[config.mk]
export PLATFORM = sky130hd
export DESIGN_NAME = reset_mode_entry_and_latch_strobe
export DESIGN_NICKNAME = d
export VERILOG_FILES = /design/src/rtl/rme_pkg.sv /design/src/rtl/reset_mode_entry_and_latch_strobe.sv
export SDC_FILE = /design/constraint.sdc
export NUM_CORES = 1
export LEC_CHECK = 0
export ABC_AREA = 1
export BUFFER_PORTS_ARGS = -buffer_cell sky130_fd_sc_hd__buf_4
export CORE_UTILIZATION = 50
export DETAILED_ROUTE_END_ITERATION = 16
export PLACE_DENSITY = 0.74
export SYNTH_ARGS = -nofsm -noshare
export SYNTH_HDL_FRONTEND = slang
export SYNTH_SLANG_ARGS = --single-unit
[constraint.sdc]
create_clock -name sys_clk -period 2.28 [get_ports sys_clk]
set_input_delay 0.456 -clock sys_clk [delete_from_list [all_inputs] [get_ports sys_clk]]
set_output_delay 0.456 -clock sys_clk [all_outputs]
set_load 0.02 [all_outputs]
[src/rtl/rme_pkg.sv]
// Constants and carrier types for the reset, mode-entry and latch-strobe block.
// Assumes a crystal-rate clock; machine cycles are derived by counting it.
`default_nettype none

package rme_pkg;

   // ************************************************************
   // Machine cycle and strobe timing in crystal clocks; reset holds in machine cycles
   // ************************************************************
   localparam int unsigned MC_CLKS_12      = 12;  // Default mode
   localparam int unsigned MC_CLKS_6       = 6;   // Double-speed mode
   localparam int unsigned STROBE_DIV_12   = 6;   // Latch strobe every 6 clocks
   localparam int unsigned STROBE_DIV_6    = 3;   // Latch strobe every 3 clocks
   localparam int unsigned RESET_QUAL_MC   = 2;   // Machine cycles of reset high
   localparam int unsigned HOST_HOLD_MC    = 10;  // Reset must exceed this for host mode

   localparam logic [2:0] PHASE_LAST_12    = 3'h5;
   localparam logic [2:0] PHASE_LAST_6     = 3'h2;
   localparam logic [2:0] PROGRAM_STORE_READ_STROBE_START_12    = 3'h3;
   localparam logic [2:0] PROGRAM_STORE_READ_STROBE_START_6     = 3'h2;
   localparam logic [2:0] PHASE_RESET      = 3'h0;

   // ************************************************************
   // Register field conventions
   // ************************************************************
   localparam logic [7:0] FIXED_ZERO_MASK  = 8'h00;  // Bits that always read zero
   localparam logic [7:0] FIXED_ONE_MASK   = 8'h00;  // Bits that always read one
   localparam logic [7:0] RESERVED_MASK    = 8'hfc;  // Reserved bits, written as zero
   localparam logic [7:0] SFR_RESET        = 8'h00;

   // ************************************************************
   // Pin carriers
   // ************************************************************
   typedef struct packed {
      logic latchOut;   // Address latch strobe, active high
      logic latchOeN;   // Low while the strobe pin is driven
      logic psenOut;    // Program store read strobe, active low
      logic psenOeN;    // Low while the read strobe pin is driven
   } strobe_pins_t;

   localparam strobe_pins_t PINS_RESET = '{latchOut: 1'b0, latchOeN: 1'b0,
                                           psenOut: 1'b1, psenOeN: 1'b1};

endpackage : rme_pkg

`default_nettype wire

[src/rtl/reset_mode_entry_and_latch_strobe.sv]
// Reset qualification, host/normal mode entry, code-source strap and
// address latch strobe generation, plus register read/write bit conditioning.
// Assumes sys_clk is the crystal clock; pins arrive unsynchronised.
//
// Contract
// - Reset after two machine cycles of reset high
// - Read strobe falling during reset selects host mode
// - Host mode needs reset high over ten cycles
// - Code source follows external code select strap
// - Latch strobe marks low address byte
// - Default mode strobe at crystal over six
// - Double-speed mode strobe at crystal over three
// - Skip one strobe per external data access
// - Latch strobe off bit stops strobe
// - Strobe pin becomes programming pulse in host mode
// - Reserved bits written zero, read undefined
// - Fixed zero bits write and read zero
// - Fixed one bits write and read one
// - Read strobe stays high for internal execution
`default_nettype none

module reset_mode_entry_and_latch_strobe #(
   parameter int unsigned RST_CNT_W = 8
) (
   input  wire logic                   sys_clk,
   input  wire logic                   reset_n,
   input  wire logic                   clkEn,
   input  wire logic                   resetPin,
   input  wire logic                   psenIn,
   input  wire logic                   latchIn,
   input  wire logic                   externalCodeSelect,
   input  wire logic                   doubleSpeed,
   input  wire logic                   latchStrobeOff,
   input  wire logic                   extDataAccess,
   input  wire logic [7:0]             sfrRawRead,
   input  wire logic [7:0]             sfrRawWrite,
   output var  rme_pkg::strobe_pins_t  strobePins,
   output var  logic                   deviceReset,
   output var  logic                   hostMode,
   output var  logic                   fetchExternal,
   output var  logic                   programmingPulse,
   output var  logic [7:0]             sfrReadData,
   output var  logic [7:0]             sfrWriteData
);

   // ************************************************************
   // Parameter checks
   // ************************************************************
   if (RST_CNT_W < 8) begin : g_bad_width
      $error("RST_CNT_W too narrow for the host-mode hold count");
   end
   if ((rme_pkg::FIXED_ZERO_MASK & rme_pkg::FIXED_ONE_MASK) != 8'h00) begin : g_bad_mask
      $error("A register bit cannot be fixed at both zero and one");
   end

   // ************************************************************
   // Pin synchronisers
   // ************************************************************
   logic [3:0] syncMeta_ff;
   logic [3:0] syncOut_ff;
   logic       psenPrev_ff;
   logic       latchPrev_ff;

   always_ff @(posedge sys_clk or negedge reset_n) begin
      if (!reset_n) begin
         // Idle pin levels, so no false edge follows reset
         syncMeta_ff  <= 4'h2;
         syncOut_ff   <= 4'h2;
         psenPrev_ff  <= 1'b1;
         latchPrev_ff <= 1'b0;
      end else if (clkEn) begin
         syncMeta_ff  <= {externalCodeSelect, latchIn, psenIn, resetPin};
         syncOut_ff   <= syncMeta_ff;
         psenPrev_ff  <= syncOut_ff[1];
         latchPrev_ff <= syncOut_ff[2];
      end
   end

   wire rstSync   = syncOut_ff[0];
   wire psenSync  = syncOut_ff[1];
   wire latchSync = syncOut_ff[2];
   wire ecsSync   = syncOut_ff[3];
   wire psenFall  = psenPrev_ff & ~psenSync;
   wire latchFall = latchPrev_ff & ~latchSync;

   // ************************************************************
   // Reset qualification and mode entry
   // ************************************************************
   logic [RST_CNT_W-1:0] rstHighCnt_ff;
   logic [RST_CNT_W-1:0] nxt_rstHighCnt;
   logic                 inReset_ff;
   logic                 hostMode_ff;
   logic                 fallSeen_ff;
   logic                 fetchExternal_ff;

   wire [RST_CNT_W-1:0] mcClks   = doubleSpeed ? RST_CNT_W'(rme_pkg::MC_CLKS_6)
                                               : RST_CNT_W'(rme_pkg::MC_CLKS_12);
   wire [RST_CNT_W-1:0] qualLast = RST_CNT_W'(rme_pkg::RESET_QUAL_MC * mcClks - 1);
   wire [RST_CNT_W-1:0] hostLim  = RST_CNT_W'(rme_pkg::HOST_HOLD_MC * mcClks);
   wire                 cntSat   = &rstHighCnt_ff;
   wire                 hostOk   = fallSeen_ff && (rstHighCnt_ff > hostLim);
   wire                 rstEnd   = inReset_ff && !rstSync;
   // Own fetch strobes still ripple through the synchroniser after release,
   // so a fall counts only one machine cycle past qualification
   wire                 fallWin  = rstHighCnt_ff > (qualLast + mcClks);

   assign nxt_rstHighCnt = !rstSync ? '0 :
                           cntSat   ? rstHighCnt_ff : rstHighCnt_ff + 1'b1;

   always_ff @(posedge sys_clk or negedge reset_n) begin
      if (!reset_n) begin
         rstHighCnt_ff <= '0;
         inReset_ff    <= 1'b0;
         hostMode_ff   <= 1'b0;
         fallSeen_ff   <= 1'b0;
      end else if (clkEn) begin
         rstHighCnt_ff <= nxt_rstHighCnt;
         if (rstSync && rstHighCnt_ff == qualLast) begin
            inReset_ff <= 1'b1;
         end else if (!rstSync) begin
            inReset_ff <= 1'b0;
         end
         if (rstEnd) begin
            hostMode_ff <= hostOk;
         end
         if (rstSync && psenFall && fallWin) begin
            fallSeen_ff <= 1'b1;
         end else if (!rstSync) begin
            fallSeen_ff <= 1'b0;
         end
      end
   end

   // Strap caught only while reset stands, so a moving pin cannot switch source mid-run
   always_ff @(posedge sys_clk or negedge reset_n) begin
      if (!reset_n) begin
         fetchExternal_ff <= 1'b0;
      end else if (clkEn && inReset_ff) begin
         fetchExternal_ff <= !ecsSync;
      end
   end

   // ************************************************************
   // Strobe phase and pin drive
   // ************************************************************
   logic [2:0]            phase_ff;
   logic                  skipDone_ff;
   rme_pkg::strobe_pins_t pins_ff;
   rme_pkg::strobe_pins_t nxt_pins;
   logic                  progPulse_ff;

   wire [2:0] phaseLast = doubleSpeed ? rme_pkg::PHASE_LAST_6 : rme_pkg::PHASE_LAST_12;
   wire [2:0] psenStart = doubleSpeed ? rme_pkg::PROGRAM_STORE_READ_STROBE_START_6 : rme_pkg::PROGRAM_STORE_READ_STROBE_START_12;
   wire       running   = !inReset_ff && !hostMode_ff;
   wire       phaseZero = phase_ff == rme_pkg::PHASE_RESET;
   wire       skipNow   = extDataAccess && !skipDone_ff;
   wire       aleFire   = running && phaseZero && !skipNow && !latchStrobeOff;
   wire       psenFire  = running && fetchExternal_ff && !extDataAccess
                          && (phase_ff >= psenStart);

   // Read strobe pin released in reset and host mode, latch strobe pin in host mode only, so the host can force them
   assign nxt_pins = '{latchOut: aleFire,
                       latchOeN: hostMode_ff,
                       psenOut:  !psenFire,
                       psenOeN:  inReset_ff || hostMode_ff};

   always_ff @(posedge sys_clk or negedge reset_n) begin
      if (!reset_n) begin
         phase_ff <= rme_pkg::PHASE_RESET;
      end else if (clkEn) begin
         if (!running || phase_ff >= phaseLast) begin
            phase_ff <= rme_pkg::PHASE_RESET;
         end else begin
            phase_ff <= phase_ff + 3'h1;
         end
      end
   end

   always_ff @(posedge sys_clk or negedge reset_n) begin
      if (!reset_n) begin
         skipDone_ff <= 1'b0;
      end else if (clkEn) begin
         if (extDataAccess && phaseZero) begin
            skipDone_ff <= 1'b1;
         end else if (!extDataAccess) begin
            skipDone_ff <= 1'b0;
         end
      end
   end

   always_ff @(posedge sys_clk or negedge reset_n) begin
      if (!reset_n) begin
         pins_ff      <= rme_pkg::PINS_RESET;
         progPulse_ff <= 1'b0;
      end else if (clkEn) begin
         pins_ff      <= nxt_pins;
         progPulse_ff <= hostMode_ff && latchFall;
      end
   end

   // ************************************************************
   // Register bit conditioning
   // ************************************************************
   logic [7:0] sfrRead_ff;
   logic [7:0] sfrWrite_ff;

   // Reserved bits pass through on read: their value carries no promise
   wire [7:0] nxt_sfrRead  = (sfrRawRead & ~rme_pkg::FIXED_ZERO_MASK)
                             | rme_pkg::FIXED_ONE_MASK;
   wire [7:0] nxt_sfrWrite = (sfrRawWrite & ~(rme_pkg::FIXED_ZERO_MASK | rme_pkg::RESERVED_MASK))
                             | rme_pkg::FIXED_ONE_MASK;

   always_ff @(posedge sys_clk or negedge reset_n) begin
      if (!reset_n) begin
         sfrRead_ff  <= rme_pkg::SFR_RESET;
         sfrWrite_ff <= rme_pkg::SFR_RESET;
      end else if (clkEn) begin
         sfrRead_ff  <= nxt_sfrRead;
         sfrWrite_ff <= nxt_sfrWrite;
      end
   end

   assign strobePins       = pins_ff;
   assign deviceReset      = inReset_ff;
   assign hostMode         = hostMode_ff;
   assign fetchExternal    = fetchExternal_ff;
   assign programmingPulse = progPulse_ff;
   assign sfrReadData      = sfrRead_ff;
   assign sfrWriteData     = sfrWrite_ff;
endmodule : reset_mode_entry_and_latch_strobe

`default_nettype wire

# Word level (Yosys, flattened, before mapping)
# Cells that the tools add are included.
# totals
register_bits,41
inputBits,26
output_inout_bits,24
# classes
add_sub_neg,4
multipliers,1
n_lt_le_gt_ge,4
eq_ne,5
n_mux,11
bitwise_logic,4
n_reduce_logical,35
# op_table
operator,count
$gt A8 B8 Y1,2
$logic_and A1 B1 Y1,16
$mux W8,2
$logic_not A1 Y1,10
$reduce_and A2 Y1,5
$add A8 B1 Y8 const B,1
$eq A8 B8 Y1,1
$reduce_and A8 Y1,1
$add A6 B5 Y7,1
$mul A3 B4 Y7 const A,1
$mux W1,6
$mux W3,2
$ne A2 B1 Y1 const B,3
$sub A5 B1 Y6 const B,1
$mux W4,1
$add A3 B1 Y3 const B,1
$ge A3 B2 Y1,1
$ge A3 B3 Y1,1
$logic_not A3 Y1,1
$and A1 B1 Y1,2
$logic_or A1 B1 Y1,2
$ne A2 B2 Y1 const B,1
$not A1 Y1,2

# Longest topological paths before layout
# logic_depth
ltp_word,7
ltp_mapped,8
mapped_depth_nobuf,8

# Least setup slack after synthesis
# No wires, ideal clock.
# synth_timing
path_type,input to register
startpoint,input doubleSpeed
endpoint,register phase_ff[0]
arrival_time_ns,1.293
t_required_ns,2.197
slack_ns,0.904
path_stages,7
n_path_buf,0
cell_sequence,inv_1 > ha_1 > nor2_1 > nor2_1 > o21ai_0 > nand2_1 > o21ai_0
# synth_between
elab_chain_cells,4
# synth_rtl
item,line_no,rtl
start: declaration,reset_mode_entry_and_latch_strobe.sv:32,"input wire logic doubleSpeed,"
$mux W3,reset_mode_entry_and_latch_strobe.sv:152,wire [2:0] phaseLast = doubleSpeed ? rme_pkg::PHASE_LAST_6 : rme_pkg::PHASE_LAST_12;
$ge A3 B3 Y1,reset_mode_entry_and_latch_strobe.sv:171,if (!running || phase_ff >= phaseLast) begin
$logic_or A1 B1 Y1,reset_mode_entry_and_latch_strobe.sv:171,
$mux W3,reset_mode_entry_and_latch_strobe.sv:171,
end signal: assignment,reset_mode_entry_and_latch_strobe.sv:169,phase_ff <= rme_pkg::PHASE_RESET;
end signal: assignment,reset_mode_entry_and_latch_strobe.sv:172,phase_ff <= rme_pkg::PHASE_RESET;
end signal: assignment,reset_mode_entry_and_latch_strobe.sv:174,phase_ff <= phase_ff + 3'h1;
end: declaration,reset_mode_entry_and_latch_strobe.sv:146,logic [2:0] phase_ff;
# No other way between the ends.
# A chain may end at the register's enable or synchronous reset.

# Worst setup path in the final report
# layout_timing
startpoint,register rstHighCnt_ff[1]
endpoint,register rstHighCnt_ff[5]
# layout_between
elab_chain_cells,3
# layout_rtl
item,line_no,rtl
start: declaration,reset_mode_entry_and_latch_strobe.sv:89,logic [RST_CNT_W-1:0] rstHighCnt_ff;
start signal: assignment,reset_mode_entry_and_latch_strobe.sv:117,rstHighCnt_ff <= nxt_rstHighCnt;
$add A8 B1 Y8 / $reduce_and A8 Y1 (equally long branches),"reset_mode_entry_and_latch_strobe.sv:108, reset_mode_entry_and_latch_strobe.sv:100",
$mux W8 / $ne A2 B2 Y1 (equally long branches),--,
$mux W8 / $reduce_and A2 Y1 (equally long branches),--,
# Several ways; a longest one is shown, not always the timed one. The select of a mux whose other input is x is not followed.

==> results.py <==
metrics = {
    "run_status": {
        "outcome": "complete, no violations",
    },
    "global_route": {
        "grt_pass1_wl_mm": 6.77,
        "grt_max_degree": 42,
        "grt_usage": 0.204,
        "antenna_found_initial": 0,
        "overflow": 0,
        "grt_pass1_vias": 1493,
    },
    "floorplan": {
        "initial_utilization": 0.530,
        "fp.dieH_microns": 67.6,
        "rows": 23,
        "core_area_sq_mm": 0.00406,
        "io_pins": 50,
        "die_w_microns": 67.6,
        "die_area_sq_mm": 0.00457,
    },
    "yosys": {
        "yosysUniqueCellTypes": 28,
        "yosysWarnings": 0,
        "synth_mux_area_frac": 0,
        "synthesis.area_sq_mm": 0.00215,
        "synth.largest_area_cell": "dfrtp_1",
        "synthAdderAreaFrac": 0.0698,
        "synth_xor_area_frac": 0.0244,
        "synth.avg_cell_area_sq_um": 8.08,
        "synthFlopType": "dfrtp_1",
        "synthCells": 266,
        "synth-seq-area-share": 0.480,
        "synth_edf_count": 0,
        "yosys_register_bits": 41,
        "synth_commonest_cells": "nand2_1, dfrtp_1, inv_1",
        "synth_compound_area_frac": 0.0687,
        "synth-simple-area-share": 0.269,
        "yosys.area.top_type_share": 0.419,
        "synth.most_common_cell": "nand2_1",
        "synth_top_family_by_area": "simple AND/OR/NAND/NOR gates",
        "ys_top_cells_by_area": "dfrtp_1, nand2_1, ha_1",
        "async_flop_share": 1.00,
    },
    "placed_design": {
        "post-place-cells": 343,
        "detailed_place_hpwl_mm": 2.75,
        "gp_congestion": 0.855,
        "numPortBuffers": 37,
    },
    "timing": {
        "min_period_ps": 1480,
        "setup-tns-final_ps": 0,
        "worstMarginPinSlew_ps": 515,
        "slew_violations": 0,
        "setup_viol": 0,
        "finalCritPeriodShare": 0.648,
        "relSlewSlack": 0.657,
        "rsz0062_at_grt": "false",
        "final-hold-violation-count": 0,
        "max_freq_ghz": 0.677,
        "clock_skew_ps": 9.49,
    },
    "finish": {
        "final_cells": 351,
        "num_antenna_cells": 0,
        "syn2layout_area_growth_pct": 16.5,
        "n_fill_cell": 368,
        "drive_gt1_frac": 0.183,
        "fin_nets": 338,
    },
    "clock_tree": {
        "clock_path_buffers": 2,
        "numCtsBuffers": 5,
        "cts_resized": 0,
        "cts_tree": "built",
        "htreeDepth": 2,
        "clock-sinks": 41,
        "postCtsSetupBuffers": 0,
        "path_clk_slew_ps": 80,
        "postCtsHoldBufs": 0,
        "clock_latency_ps": 290,
        "clockRootBuffer": "clkbuf_8",
    },
    "worst_setup_path": {
        "path_cells": "ha_1, nand3_2, nor2_2, nand2_1, nand2_2, o21ai_0",
        "start_kind": "register",
        "critPathMaxFanout": 12,
        "cp-end-kind": "register",
        "slowest_stage": "dfrtp_1",
        "cpLargestDelayFamily": "simple AND/OR/NAND/NOR gates",
        "critical_path_class": "reg2reg",
        "cp.required_ps": 2450,
        "cpPeakStageDelay_ps": 440,
        "reg2reg_slack_ps": 800,
        "cp.buffers_inverters": 0,
        "critical_path_arrival_ps": 1650,
    },
    "routing": {
        "drt_iter0_drc": 102,
        "wl_mm": 4.02,
        "vias": 1705,
        "wl_per_cell_microns": 11.4,
        "drt_first_pass_iters": 4,
        "drc": 0,
        "ant_nets": 0,
        "detail_route.vias_per_cell": 4.86,
    },
    "power": {
        "ir_worst_vdd_uv": 551,
        "p_leak_nw": 1.30,
        "power_density_mw_per_mm2": 710,
    },
    "run": {
        "drv_cap": 0,
    },
    "min_path": {
        "holdCritPathClass": "in2async",
    },
}
-- sequential cells by signal (all words and copies together), names as in the netlist --
| signal | flops |
|---|---|
| deviceReset | 1 |
| fallSeen_ff | 1 |
| fetchExternal | 1 |
| hostMode | 1 |
| latchPrev_ff | 1 |
| phase_ff | 3 |
| programmingPulse | 1 |
| psenPrev_ff | 1 |
| rstHighCnt_ff | 8 |
| sfrReadData | 8 |
| sfrWriteData | 2 |
| skipDone_ff | 1 |
| strobePins | 4 |
| syncMeta_ff | 4 |
| syncOut_ff | 4 |
-- stage by stage --
stage | area (sq um) | worst slack, ps | util | power [W] | hold slack, ps
after floorplan | 2170 | 904 | - | 0.00115 | 160
after global placement | 2410 | 619 | 0.594 | 0.00128 | 448
after detailed placement | 2410 | 580 | 0.594 | 0.00129 | 458
after CTS | 2500 | 806 | 0.617 | 0.00179 | 153
after global routing | 2500 | 605 | 0.617 | 0.00190 | 169
final | 2500 | 803 | 0.617 | 0.00178 | 133
-- report_power, final --
group | internal, W | total, W | leakage [nW] | switching [W]
Sequential | 0.000818 | 0.000885 | 0.516 | 0.0000670
Combinational | 0.000161 | 0.000394 | 0.741 | 0.000233
Clock | 0.000246 | 0.000498 | 0.0445 | 0.000252
Total | 0.00123 | 0.00178 | 1.30 | 0.000552
-- kinds of logic after synthesis --
group,after synthesis
compound gates,27
xor+xnor,6
fa+ha+maj,12
buf+inv,37
flops,41
other cells,1
simple gates,142
-- cell usage in the layout, fill, tap and decap left out --
master | Yosys | final
o31ai_1 | 1 | 1
xor2_1 | 4 | 4
a31oi_1 | 1 | 1
nand3_2 | 1 | 1
nor3_4 | 1 | 1
conb_1 | 1 | 6
clkbuf_8 | 0 | 6
nor2_2 | 1 | 1
xnor2_1 | 2 | 2
clkinvlp_4 | 0 | 1
nor3_1 | 4 | 4
ha_1 | 12 | 12
nand3_1 | 11 | 11
nand2_1 | 103 | 103
o21bai_1 | 1 | 1
inv_2 | 1 | 1
o21a_1 | 1 | 1
a21oi_1 | 6 | 6
inv_1 | 20 | 20
dfstp_2 | 5 | 5
dfrtp_1 | 36 | 36
o21ai_0 | 16 | 16
buf_4 | 7 | 38
nand4_1 | 1 | 1
a41oi_1 | 1 | 1
clkbuf_1 | 3 | 1
nor2_1 | 19 | 19
nand2_2 | 1 | 1
-- worst paths after layout --
path | start | cells after the start | end
worst max-delay path | rstHighCnt_ff[1] | 6 | rstHighCnt_ff[5]
worst min-delay path | reset_n | 1 | rstHighCnt_ff[3]
worst max register to register | rstHighCnt_ff[1] | 6 | rstHighCnt_ff[5]
worst min register to register | syncMeta_ff[1] | 2 | syncMeta_ff[1]
max in group asynchronous | reset_n | 1 | syncOut_ff[1]
min in group sys_clk | latchStrobeOff | 2 | strobePins[3]
-- layer usage --
metal,GRT usage,vias up,wire [microns]
met5,0,-,0
met4,0.0878,0,63
met3,0.0507,5,157
met2,0.309,33,1850
met1,0.274,780,1950
li1,-,887,-
-- cell type report --
type / instances / area [sq um] / area share
clock inverter: 1 / 7.51 / 0.00300
clock buffer: 7 / 86.3 / 0.0345
sequential: 41 / 1030 / 0.412
inverter: 21 / 78.8 / 0.0315
tap: 50 / 62.6 / 0.0250
multi-input combinational: 193 / 951 / 0.380
timing repair buffer: 38 / 285 / 0.114
No activity file was read; power rests on OpenSTA's default activity.
